**config.mk**
```make
export PLATFORM = sky130hd
export DESIGN_NAME = serial_flash_boot_master
export DESIGN_NICKNAME = d
export VERILOG_FILES = /design/src/logic/sfbm_pkg.sv /design/src/logic/serial_flash_boot_master.sv /design/src/logic/sfbm_clk_div.sv
export SDC_FILE = /design/constraint.sdc
export NUM_CORES = 1
export LEC_CHECK = 0
export ABC_AREA = 1
export BUFFER_PORTS_ARGS = -buffer_cell sky130_fd_sc_hd__buf_4
export CAP_MARGIN = 30
export CELL_PAD_IN_SITES_DETAIL_PLACEMENT = 0
export CELL_PAD_IN_SITES_GLOBAL_PLACEMENT = 2
export CORE_MARGIN = 3
export CORE_UTILIZATION = 34
export CTS_CLUSTER_DIAMETER = 120
export DETAILED_ROUTE_END_ITERATION = 10
export PLACE_DENSITY_LB_ADDON = 0.1
export SKIP_LAST_GASP = 1
export SLEW_MARGIN = 40
export SYNTH_ARGS = -nofsm -noshare
export SYNTH_HDL_FRONTEND = slang
export SYNTH_SLANG_ARGS = --single-unit
```
**constraint.sdc**
```tcl
create_clock -name clk_sys -period 2.9 [get_ports clk_sys]
set_input_delay 0.145 -clock clk_sys [delete_from_list [all_inputs] [get_ports clk_sys]]
set_output_delay 0.145 -clock clk_sys [all_outputs]
set_load 0.005 [all_outputs]
```
**src/logic/sfbm_pkg.sv**
```systemverilog
// Constants, timing counts and state types of the serial flash boot master
// =====================================================================
package sfbm_pkg;
  // =====================================================================
  // Clock and timing
  localparam int SYS_PERIOD_NS = 40;          // clk_sys at 25 MHz
  localparam int SYNC_STAGES   = 2;           // Input synchroniser depth
  // Slow boot rate: half of the 704 ns longest period, rounded down
  localparam int SLOW_HALF_NS  = 352;
  localparam int SLOW_HALF_CYC = SLOW_HALF_NS / SYS_PERIOD_NS;
  // Fast rate aims at 30 MHz, about 17 ns per half period
  localparam int FAST_HALF_NS  = 17;
  localparam int FAST_HALF_RAW = (FAST_HALF_NS + SYS_PERIOD_NS - 1)
                                 / SYS_PERIOD_NS;
  // Sampling through the synchroniser needs at least two cycles per half
  localparam int MIN_HALF_CYC  = SYNC_STAGES;
  localparam int MAX_HALF_CYC  = SLOW_HALF_CYC;
  localparam int FAST_HALF_CYC = (FAST_HALF_RAW < MIN_HALF_CYC) ?
                                 MIN_HALF_CYC : FAST_HALF_RAW;
  localparam int HALF_W        = 4;
  localparam logic [HALF_W-1:0] HALF_MIN  = 4'(MIN_HALF_CYC);
  localparam logic [HALF_W-1:0] HALF_MAX  = 4'(MAX_HALF_CYC);
  localparam logic [HALF_W-1:0] HALF_SLOW = 4'(SLOW_HALF_CYC);
  localparam logic [HALF_W-1:0] HALF_FAST = 4'(FAST_HALF_CYC);
  // =====================================================================
  // Flash protocol
  localparam int ADDR_W   = 24;
  localparam int LEN_W    = 24;
  localparam int CMD_BITS = 32;
  localparam logic [7:0]        CMD_READ  = 8'h03;
  localparam logic [5:0]        CMD_LAST  = 6'h1F;
  localparam logic [5:0]        CMD_DONE  = 6'h20;
  localparam logic [ADDR_W-1:0] HDR_ADDR  = 24'h000000;
  localparam logic [LEN_W-1:0]  HDR_BYTES = 24'h000003;
  localparam logic [ADDR_W-1:0] BODY_ADDR = 24'h000003;
  localparam logic [1:0]        CS_IDLE   = 2'h3;
  localparam logic [1:0]        CS_BOOT   = 2'h2;  // Select zero low
  // =====================================================================
  // State types
  typedef enum logic [1:0] {SF_IDLE, SF_XFER, SF_GAP} sfbm_state_t;
  typedef enum logic [1:0] {PH_HDR, PH_BODY, PH_RUN} sfbm_phase_t;
endpackage : sfbm_pkg

```
**src/logic/serial_flash_boot_master.sv**
```systemverilog
// Serial flash boot master: boot copy, then single-lane read requests
module serial_flash_boot_master
  import sfbm_pkg::*;
(
  input  wire logic              clk_sys,
  input  wire logic              rst,
  // Flash link
  output logic                   spiClk,
  output logic                   spiMosi,
  input  wire logic              spiMiso,
  output logic                   bootFlashSelectN,
  output logic                   flashSelectN,
  // Rate used for the fast part of boot
  input  wire logic [HALF_W-1:0] bootFastHalf,
  // Program memory write port
  output logic                   memWe,
  output logic [ADDR_W-1:0]      memAddr,
  output logic [7:0]             memData,
  // Boot status
  output logic                   autoInitStart,
  output logic                   bootDone,
  // Read request port after boot
  input  wire logic              reqValid,
  output logic                   reqReady,
  input  wire logic              reqSel,
  input  wire logic [ADDR_W-1:0] reqAddr,
  input  wire logic [LEN_W-1:0]  reqLen,
  input  wire logic [HALF_W-1:0] reqHalf,
  output logic                   rdValid,
  output logic [7:0]             rdData
);
  sfbm_state_t       state_reg, state_next;
  sfbm_phase_t       phase_reg, phase_next;
  logic [HALF_W-1:0] half_reg, half_next;
  logic [1:0]        csN_reg, csN_next;
  logic              mosi_reg, mosi_next;
  logic              run_reg, run_next;
  logic [30:0]       shift_reg, shift_next;
  logic [5:0]        cmdCnt_reg, cmdCnt_next;
  logic [2:0]        bitIdx_reg, bitIdx_next;
  logic [7:0]        rx_reg, rx_next;
  logic [LEN_W-1:0]  left_reg, left_next;
  logic [LEN_W-1:0]  bodyLen_reg, bodyLen_next;
  logic [ADDR_W-1:0] wAddr_reg, wAddr_next;
  logic [7:0]        dOut_reg, dOut_next;
  logic              memWe_reg, memWe_next;
  logic              rdV_reg, rdV_next;
  logic              init_reg, init_next;
  logic              done_reg, done_next;
  logic [HALF_W-1:0] gap_reg, gap_next;
  logic              misoMeta_reg, misoSync_reg;
  logic              fallTick;
  logic [7:0]        rxByte;

  // Keep any requested rate inside the legal clock band
  function automatic logic [HALF_W-1:0] clampHalf(input logic [HALF_W-1:0] h);
    if (h < HALF_MIN) return HALF_MIN;
    if (h > HALF_MAX) return HALF_MAX;
    return h;
  endfunction

  // =====================================================================
  // Clock generation
  // Rising ticks are not needed: both launch and capture use the fall
  sfbm_clk_div i_sfbm_clk_div (
    .clk_sys  (clk_sys),
    .rst      (rst),
    .run      (run_reg),
    .halfCyc  (half_reg),
    .spiClk   (spiClk),
    .riseTick (),
    .fallTick (fallTick)
  );

  // =====================================================================
  // Returned data synchroniser; two cycles late, hence the minimum half
  always_ff @(posedge clk_sys) begin
    if (rst) begin
      misoMeta_reg <= 1'b0;
      misoSync_reg <= 1'b0;
    end else begin
      misoMeta_reg <= spiMiso;
      misoSync_reg <= misoMeta_reg;
    end
  end

  assign rxByte = {rx_reg[6:0], misoSync_reg};

  // =====================================================================
  // Transfer sequencer, next values
  always_comb begin
    state_next   = state_reg;
    phase_next   = phase_reg;
    half_next    = half_reg;
    csN_next     = csN_reg;
    mosi_next    = mosi_reg;
    run_next     = run_reg;
    shift_next   = shift_reg;
    cmdCnt_next  = cmdCnt_reg;
    bitIdx_next  = bitIdx_reg;
    rx_next      = rx_reg;
    left_next    = left_reg;
    bodyLen_next = bodyLen_reg;
    wAddr_next   = wAddr_reg;
    dOut_next    = dOut_reg;
    memWe_next   = 1'b0;
    rdV_next     = 1'b0;
    init_next    = 1'b0;
    done_next    = done_reg;
    gap_next     = gap_reg;
    unique case (state_reg)
      SF_IDLE: begin
        // Boot starts by itself; later transfers wait for a request
        if (phase_reg == PH_HDR) begin
          half_next   = HALF_SLOW;
          csN_next    = CS_BOOT;
          {mosi_next, shift_next} = {CMD_READ, HDR_ADDR};
          left_next   = HDR_BYTES;
          state_next  = SF_XFER;
          run_next    = 1'b1;
        end else if (phase_reg == PH_RUN && reqValid) begin
          if (reqLen != '0) begin
            half_next  = clampHalf(reqHalf);
            csN_next   = reqSel ? 2'h1 : 2'h2;
            {mosi_next, shift_next} = {CMD_READ, reqAddr};
            left_next  = reqLen;
            state_next = SF_XFER;
            run_next   = 1'b1;
          end
        end
        cmdCnt_next = '0;
        bitIdx_next = '0;
      end
      SF_XFER: begin
        if (fallTick) begin
          if (cmdCnt_reg < CMD_LAST) begin
            // Next command or address bit, launched on the fall
            mosi_next   = shift_reg[30];
            shift_next  = {shift_reg[29:0], 1'b0};
            cmdCnt_next = cmdCnt_reg + 6'h1;
          end else if (cmdCnt_reg == CMD_LAST) begin
            mosi_next   = 1'b0;
            cmdCnt_next = CMD_DONE;
          end else begin
            // Flash drove this bit after the previous fall
            rx_next     = rxByte;
            bitIdx_next = bitIdx_reg + 3'h1;
            if (bitIdx_reg == 3'h7) begin
              left_next = left_reg - 24'h1;
              dOut_next = rxByte;
              unique case (phase_reg)
                PH_HDR:  bodyLen_next = {bodyLen_reg[15:0], rxByte};
                PH_BODY: memWe_next   = 1'b1;
                PH_RUN:  rdV_next     = 1'b1;
              endcase
              if (left_reg == 24'h1) begin
                // Release select on the last fall and stop the clock
                csN_next   = CS_IDLE;
                run_next   = 1'b0;
                state_next = SF_GAP;
                gap_next   = '0;
              end
            end
          end
        end
      end
      SF_GAP: begin
        // Select stays high at least one half period between transfers
        gap_next = gap_reg + 4'h1;
        // Clear bit counters so a chained body read sends its command
        cmdCnt_next = '0;
        bitIdx_next = '0;
        if (gap_reg == half_reg) begin
          state_next = SF_IDLE;
          if (phase_reg == PH_HDR) begin
            phase_next = PH_BODY;
            if (bodyLen_reg == '0) begin
              phase_next = PH_RUN;
              init_next  = 1'b1;
              done_next  = 1'b1;
            end else begin
              half_next  = clampHalf(bootFastHalf);
              csN_next   = CS_BOOT;
              {mosi_next, shift_next} = {CMD_READ, BODY_ADDR};
              left_next  = bodyLen_reg;
              state_next = SF_XFER;
              run_next   = 1'b1;
            end
          end else if (phase_reg == PH_BODY) begin
            phase_next = PH_RUN;
            init_next  = 1'b1;
            done_next  = 1'b1;
          end
        end
      end
    endcase
    // Each stored byte moves the write pointer on
    if (memWe_reg) begin
      wAddr_next = wAddr_reg + 24'h1;
    end
  end

  // =====================================================================
  // Transfer sequencer, registers
  always_ff @(posedge clk_sys) begin
    if (rst) begin
      state_reg   <= SF_IDLE;
      phase_reg   <= PH_HDR;
      half_reg    <= HALF_SLOW;
      csN_reg     <= CS_IDLE;
      mosi_reg    <= 1'b0;
      run_reg     <= 1'b0;
      shift_reg   <= '0;
      cmdCnt_reg  <= '0;
      bitIdx_reg  <= '0;
      rx_reg      <= '0;
      left_reg    <= '0;
      bodyLen_reg <= '0;
      wAddr_reg   <= '0;
      dOut_reg    <= '0;
      memWe_reg   <= 1'b0;
      rdV_reg     <= 1'b0;
      init_reg    <= 1'b0;
      done_reg    <= 1'b0;
      gap_reg     <= '0;
    end else begin
      state_reg   <= state_next;
      phase_reg   <= phase_next;
      half_reg    <= half_next;
      csN_reg     <= csN_next;
      mosi_reg    <= mosi_next;
      run_reg     <= run_next;
      shift_reg   <= shift_next;
      cmdCnt_reg  <= cmdCnt_next;
      bitIdx_reg  <= bitIdx_next;
      rx_reg      <= rx_next;
      left_reg    <= left_next;
      bodyLen_reg <= bodyLen_next;
      wAddr_reg   <= wAddr_next;
      dOut_reg    <= dOut_next;
      memWe_reg   <= memWe_next;
      rdV_reg     <= rdV_next;
      init_reg    <= init_next;
      done_reg    <= done_next;
      gap_reg     <= gap_next;
    end
  end

  // =====================================================================
  // Outputs
  assign spiMosi          = mosi_reg;
  assign bootFlashSelectN = csN_reg[0];
  assign flashSelectN     = csN_reg[1];
  assign memWe            = memWe_reg;
  assign memAddr          = wAddr_reg;
  assign memData          = dOut_reg;
  assign rdValid          = rdV_reg;
  assign rdData           = dOut_reg;
  assign autoInitStart    = init_reg;
  assign bootDone         = done_reg;
  assign reqReady         = (state_reg == SF_IDLE) && (phase_reg == PH_RUN);
endmodule // serial_flash_boot_master

```
**src/logic/sfbm_clk_div.sv**
```systemverilog
// Serial clock divider producing the flash clock and its edge enables
module sfbm_clk_div
  import sfbm_pkg::*;
(
  input  wire logic              clk_sys,
  input  wire logic              rst,
  input  wire logic              run,
  input  wire logic [HALF_W-1:0] halfCyc,
  output logic                   spiClk,
  output logic                   riseTick,
  output logic                   fallTick
);
  logic [HALF_W-1:0] cnt_reg;
  logic [HALF_W-1:0] cnt_next;
  logic              sclk_reg;
  logic              sclk_next;
  logic              hit;

  // =====================================================================
  // Half-period counter; clock idles low while not running
  assign hit      = run && (cnt_reg == halfCyc - 4'h1);
  assign riseTick = hit && !sclk_reg;
  assign fallTick = hit && sclk_reg;
  assign spiClk   = sclk_reg;

  always_comb begin
    cnt_next  = cnt_reg;
    sclk_next = sclk_reg;
    if (!run) begin
      cnt_next  = '0;
      sclk_next = 1'b0;
    end else if (hit) begin
      cnt_next  = '0;
      sclk_next = !sclk_reg;
    end else begin
      cnt_next  = cnt_reg + 4'h1;
    end
  end

  always_ff @(posedge clk_sys) begin
    if (rst) begin
      cnt_reg  <= '0;
      sclk_reg <= 1'b0;
    end else begin
      cnt_reg  <= cnt_next;
      sclk_reg <= sclk_next;
    end
  end
endmodule // sfbm_clk_div

```
==> impl_metrics.env <==
export IMPL_outcome="complete, no violations"
export IMPL_ant_nets=0
export IMPL_routed_wl_um=22940
export IMPL_path_cells="inv_2 -> ha_1 -> xor2_1 -> nand2_1 -> nor2_4 -> nand3_4 -> nand2_4 -> nand2_4 -> nor2_8 -> buf_12 -> nand2_1 -> nand2_1 -> nor2_1"
export IMPL_diodes=0
export IMPL_ys_types=42
export IMPL_startpoint_type="flop"
export IMPL_antenna_found_initial=0
export IMPL_vias_per_cell=4.651
export IMPL_root_buffer="clkbuf_16"
export IMPL_cts_resized_gates=0
export IMPL_grt_total_usage_pct=18.00
export IMPL_ys_warn_count=0
export IMPL_max_slew_margin_pct=56.78
export IMPL_finalSetupViolations=0
export IMPL_die_area_um2=25580
export IMPL_path_buf_inv=2
export IMPL_htree_levels=4
export IMPL_coreArea_um2=22980
export IMPL_swShare_pct=42.29
export IMPL_period_minus_slack_ns=2.441
export IMPL_critPathTopFamily="simple AND/OR/NAND/NOR gates"
export IMPL_fp_dieH_um=159.9
export IMPL_fin_skew_ns=0.01176
export IMPL_slowest_delay_ns=0.41
export IMPL_netlist_top_cells_area="dfxtp_1 (38%), nand2_1 (14%), nor2_1 (13%), nand3_1 (5.1%), inv_1 (4.9%)"
export IMPL_cts_made_buffers=17
export IMPL_maxSlewViolCount=0
export IMPL_ir_drop_mv=0.4045
export IMPL_hp_class="in -> reg"
export IMPL_pwr_share_seq_pct=31.0
export IMPL_crit_type="reg -> reg"
export IMPL_ys_seq_elements=154
export IMPL_worst_path_most_repeated_cell="nand2_1"
export IMPL_port_buffers=109
export IMPL_grt_pass1_wl_um=37740
export IMPL_io_pin_count=110
export IMPL_final_layout_size_suffix_gt1_share_pct=13.48
export IMPL_syn_to_final_growth_pct=20.80
export IMPL_p_leak_uw=0.004455
export IMPL_fin_area_um2=9732
export IMPL_worstSkewPairLatency_ns=0.43
export IMPL_yosysSeqAreaShare_pct=38.27
export IMPL_crit_required_ns=3.23
export IMPL_placed_area_um2=9120
export IMPL_holdPathStages=5
export IMPL_setup_tns_final_ns=0
export IMPL_place_congestion=0.7914
export IMPL_synth_top_flop_cell="dfxtp_1"
export IMPL_hold_slack_ns=0.04723
export IMPL_hold_viol=0
export IMPL_rsz0062_at_grt="no"
export IMPL_netlist_area_leader_share_pct=38.27
export IMPL_drt_initial_drc_count=532
export IMPL_p_switching_uw=3647
export IMPL_mostFrequentLayoutCells="nand2_1 (301), nor2_1 (281), dfxtp_1 (154)"
export IMPL_pwr_share_comb_pct=42.1
export IMPL_worstReg2RegStart="half_reg[0]"
export IMPL_die_w_um=159.9
export IMPL_register_area_um2=3083
export IMPL_largest_reg_flops=31
export IMPL_fin_nets=1395
export IMPL_clkTransAtPathRegs_ns=0.07
export IMPL_mostFrequentLayoutCell="nand2_1"
export IMPL_postSynth_asyncResetShare_pct=0
export IMPL_synth_top_area_cell="dfxtp_1"
export IMPL_maxCapViolations=0
export IMPL_rows=55
export IMPL_syn_inst=1231
export IMPL_overflow=0
export IMPL_cts_buffer_depth=2
export IMPL_min_from="reqAddr[11]"
export IMPL_cts_sinks=154
export IMPL_grt_max_degree=43
export IMPL_cell_internal_pwr_uw=4977
export IMPL_wl_per_cell_um=13.92
export IMPL_hold_path_endpoint="shift_reg[11]"
export IMPL_drcViolationCount=0
export IMPL_fill_cells=2536
export IMPL_reg2reg_depth=13
export IMPL_tightest_slew_ns=0.6481
export IMPL_first_global_vias=7238
export IMPL_worst_path_max_fanout=32
export IMPL_critical_path_slowest_cell="dfxtp_1"
export IMPL_p_per_area_nw_per_um2=886.2
export IMPL_postCtsSetupBuffers=0
export IMPL_cp_end_kind="flop"
export IMPL_initial_utilization_pct=35.05
export IMPL_p_clk_share_pct=26.9
export IMPL_multiInputGateArea_um2=4242
export IMPL_vias=7665
export IMPL_first_pass_iters=5
export IMPL_dp_hpwl_um=16710
export IMPL_synth_edff_count=0
export IMPL_cp_arrival_ns=2.77
export IMPL_syn_num_nets=1304
export IMPL_timing_final_crit_share_pct=84.17
export IMPL_syn_area_per_cell_um2=6.545
export IMPL_rrSetupSlack_ns=0.46
export IMPL_timing_fmax_ghz=0.4097
export IMPL_r2r_end="shift_reg[8]"
export IMPL_cts_tree="yes"
export IMPL_syn_area_um2=8056
==> cells in the mapped netlist (3+ instances only) <==
library cell,count
nand4_1,21
inv_1,105
nand2_1,301
nor2_4,3
buf_4,8
nand3_1,82
ha_1,12
buf_2,6
dfxtp_1,154
buf_6,11
o21ai_0,70
a21oi_1,57
buf_1,7
nor3_1,11
a22o_1,8
nand2_4,4
o21a_1,4
o21bai_1,4
nor2_1,282
a22oi_1,22
clkbuf_1,20
xnor2_1,4
xor2_1,6
==> metal layers <==
layer	vias up	routed length (um)	global-route usage (%)
met5	-	0	0
met4	0	321	4.418
met3	17	633	3.554
met2	99	10590	29.55
met1	3426	11400	24.36
li1	4123	-	-
==> tightest hold or removal path, delay by kind of cell <==
kind,cells,cell delay (ns)
compound gates,1,0.05
buf+inv,1,0.07
simple gates,3,0.17
==> cell families (layout without fill, tap and decap cells) <==
logic type,Yosys count,after routing,synth area share (%)
compound gates,172,172,12.27
xor+xnor,10,10,1.087
flops,154,154,38.27
buf+inv,164,268,9.179
fa+ha+maj,12,12,1.864
simple gates,719,719,37.33
==> through the flow <==
stage	util (%)	setup WS [ns]	power (uW)	std cells
global route	42.34	0.2359	9442	1648
CTS	42.34	0.4258	8741	1648
global placement	39.68	0.4941	6362	1615
finish	42.34	0.4591	8625	1648
detailed placement	39.68	0.4546	6376	1615
floorplan	-	0.9458	5565	1231
==> power by group through the flow <==
stage | logic (uW) | registers (uW) | clock network (uW)
global placement | 3640 | 2720 | 0
floorplan | 2910 | 2650 | 0
detailed placement | 3660 | 2720 | 0
global route | 4260 | 2720 | 2470
finish | 3640 | 2670 | 2320
CTS | 3680 | 2670 | 2390
==> layout make-up <==
cell class                 count  share of cell area (%)
multi-input combinational    913                   43.58
timing repair buffer         126                   10.26
tap                          313                   4.024
clock buffer                  18                   4.410
clock inverter                14                   1.774
sequential                   154                   31.68
inverter                     110                   4.268
==> worst max path at each step <==
stage | start | to | slack (ns) | depth (start not counted)
final | half_reg[0] | shift_reg[8] | 0.46 | 13
after global routing | half_reg[0] | shift_reg[7] | 0.24 | 13
after CTS | half_reg[0] | shift_reg[29] | 0.43 | 13
after detailed placement | half_reg[0] | shift_reg[8] | 0.45 | 13
after global placement | half_reg[0] | shift_reg[13] | 0.49 | 13
after floorplan | half_reg[0] | shift_reg[1] | 0.95 | 13
==> what timing repair did <==
item / CTS / global route
hold buffers: 1 / 0
setup endpoints to repair: 0 / 0
hold endpoints to repair: 1 / 0
Note: power is estimated with default switching activity, not from simulation.
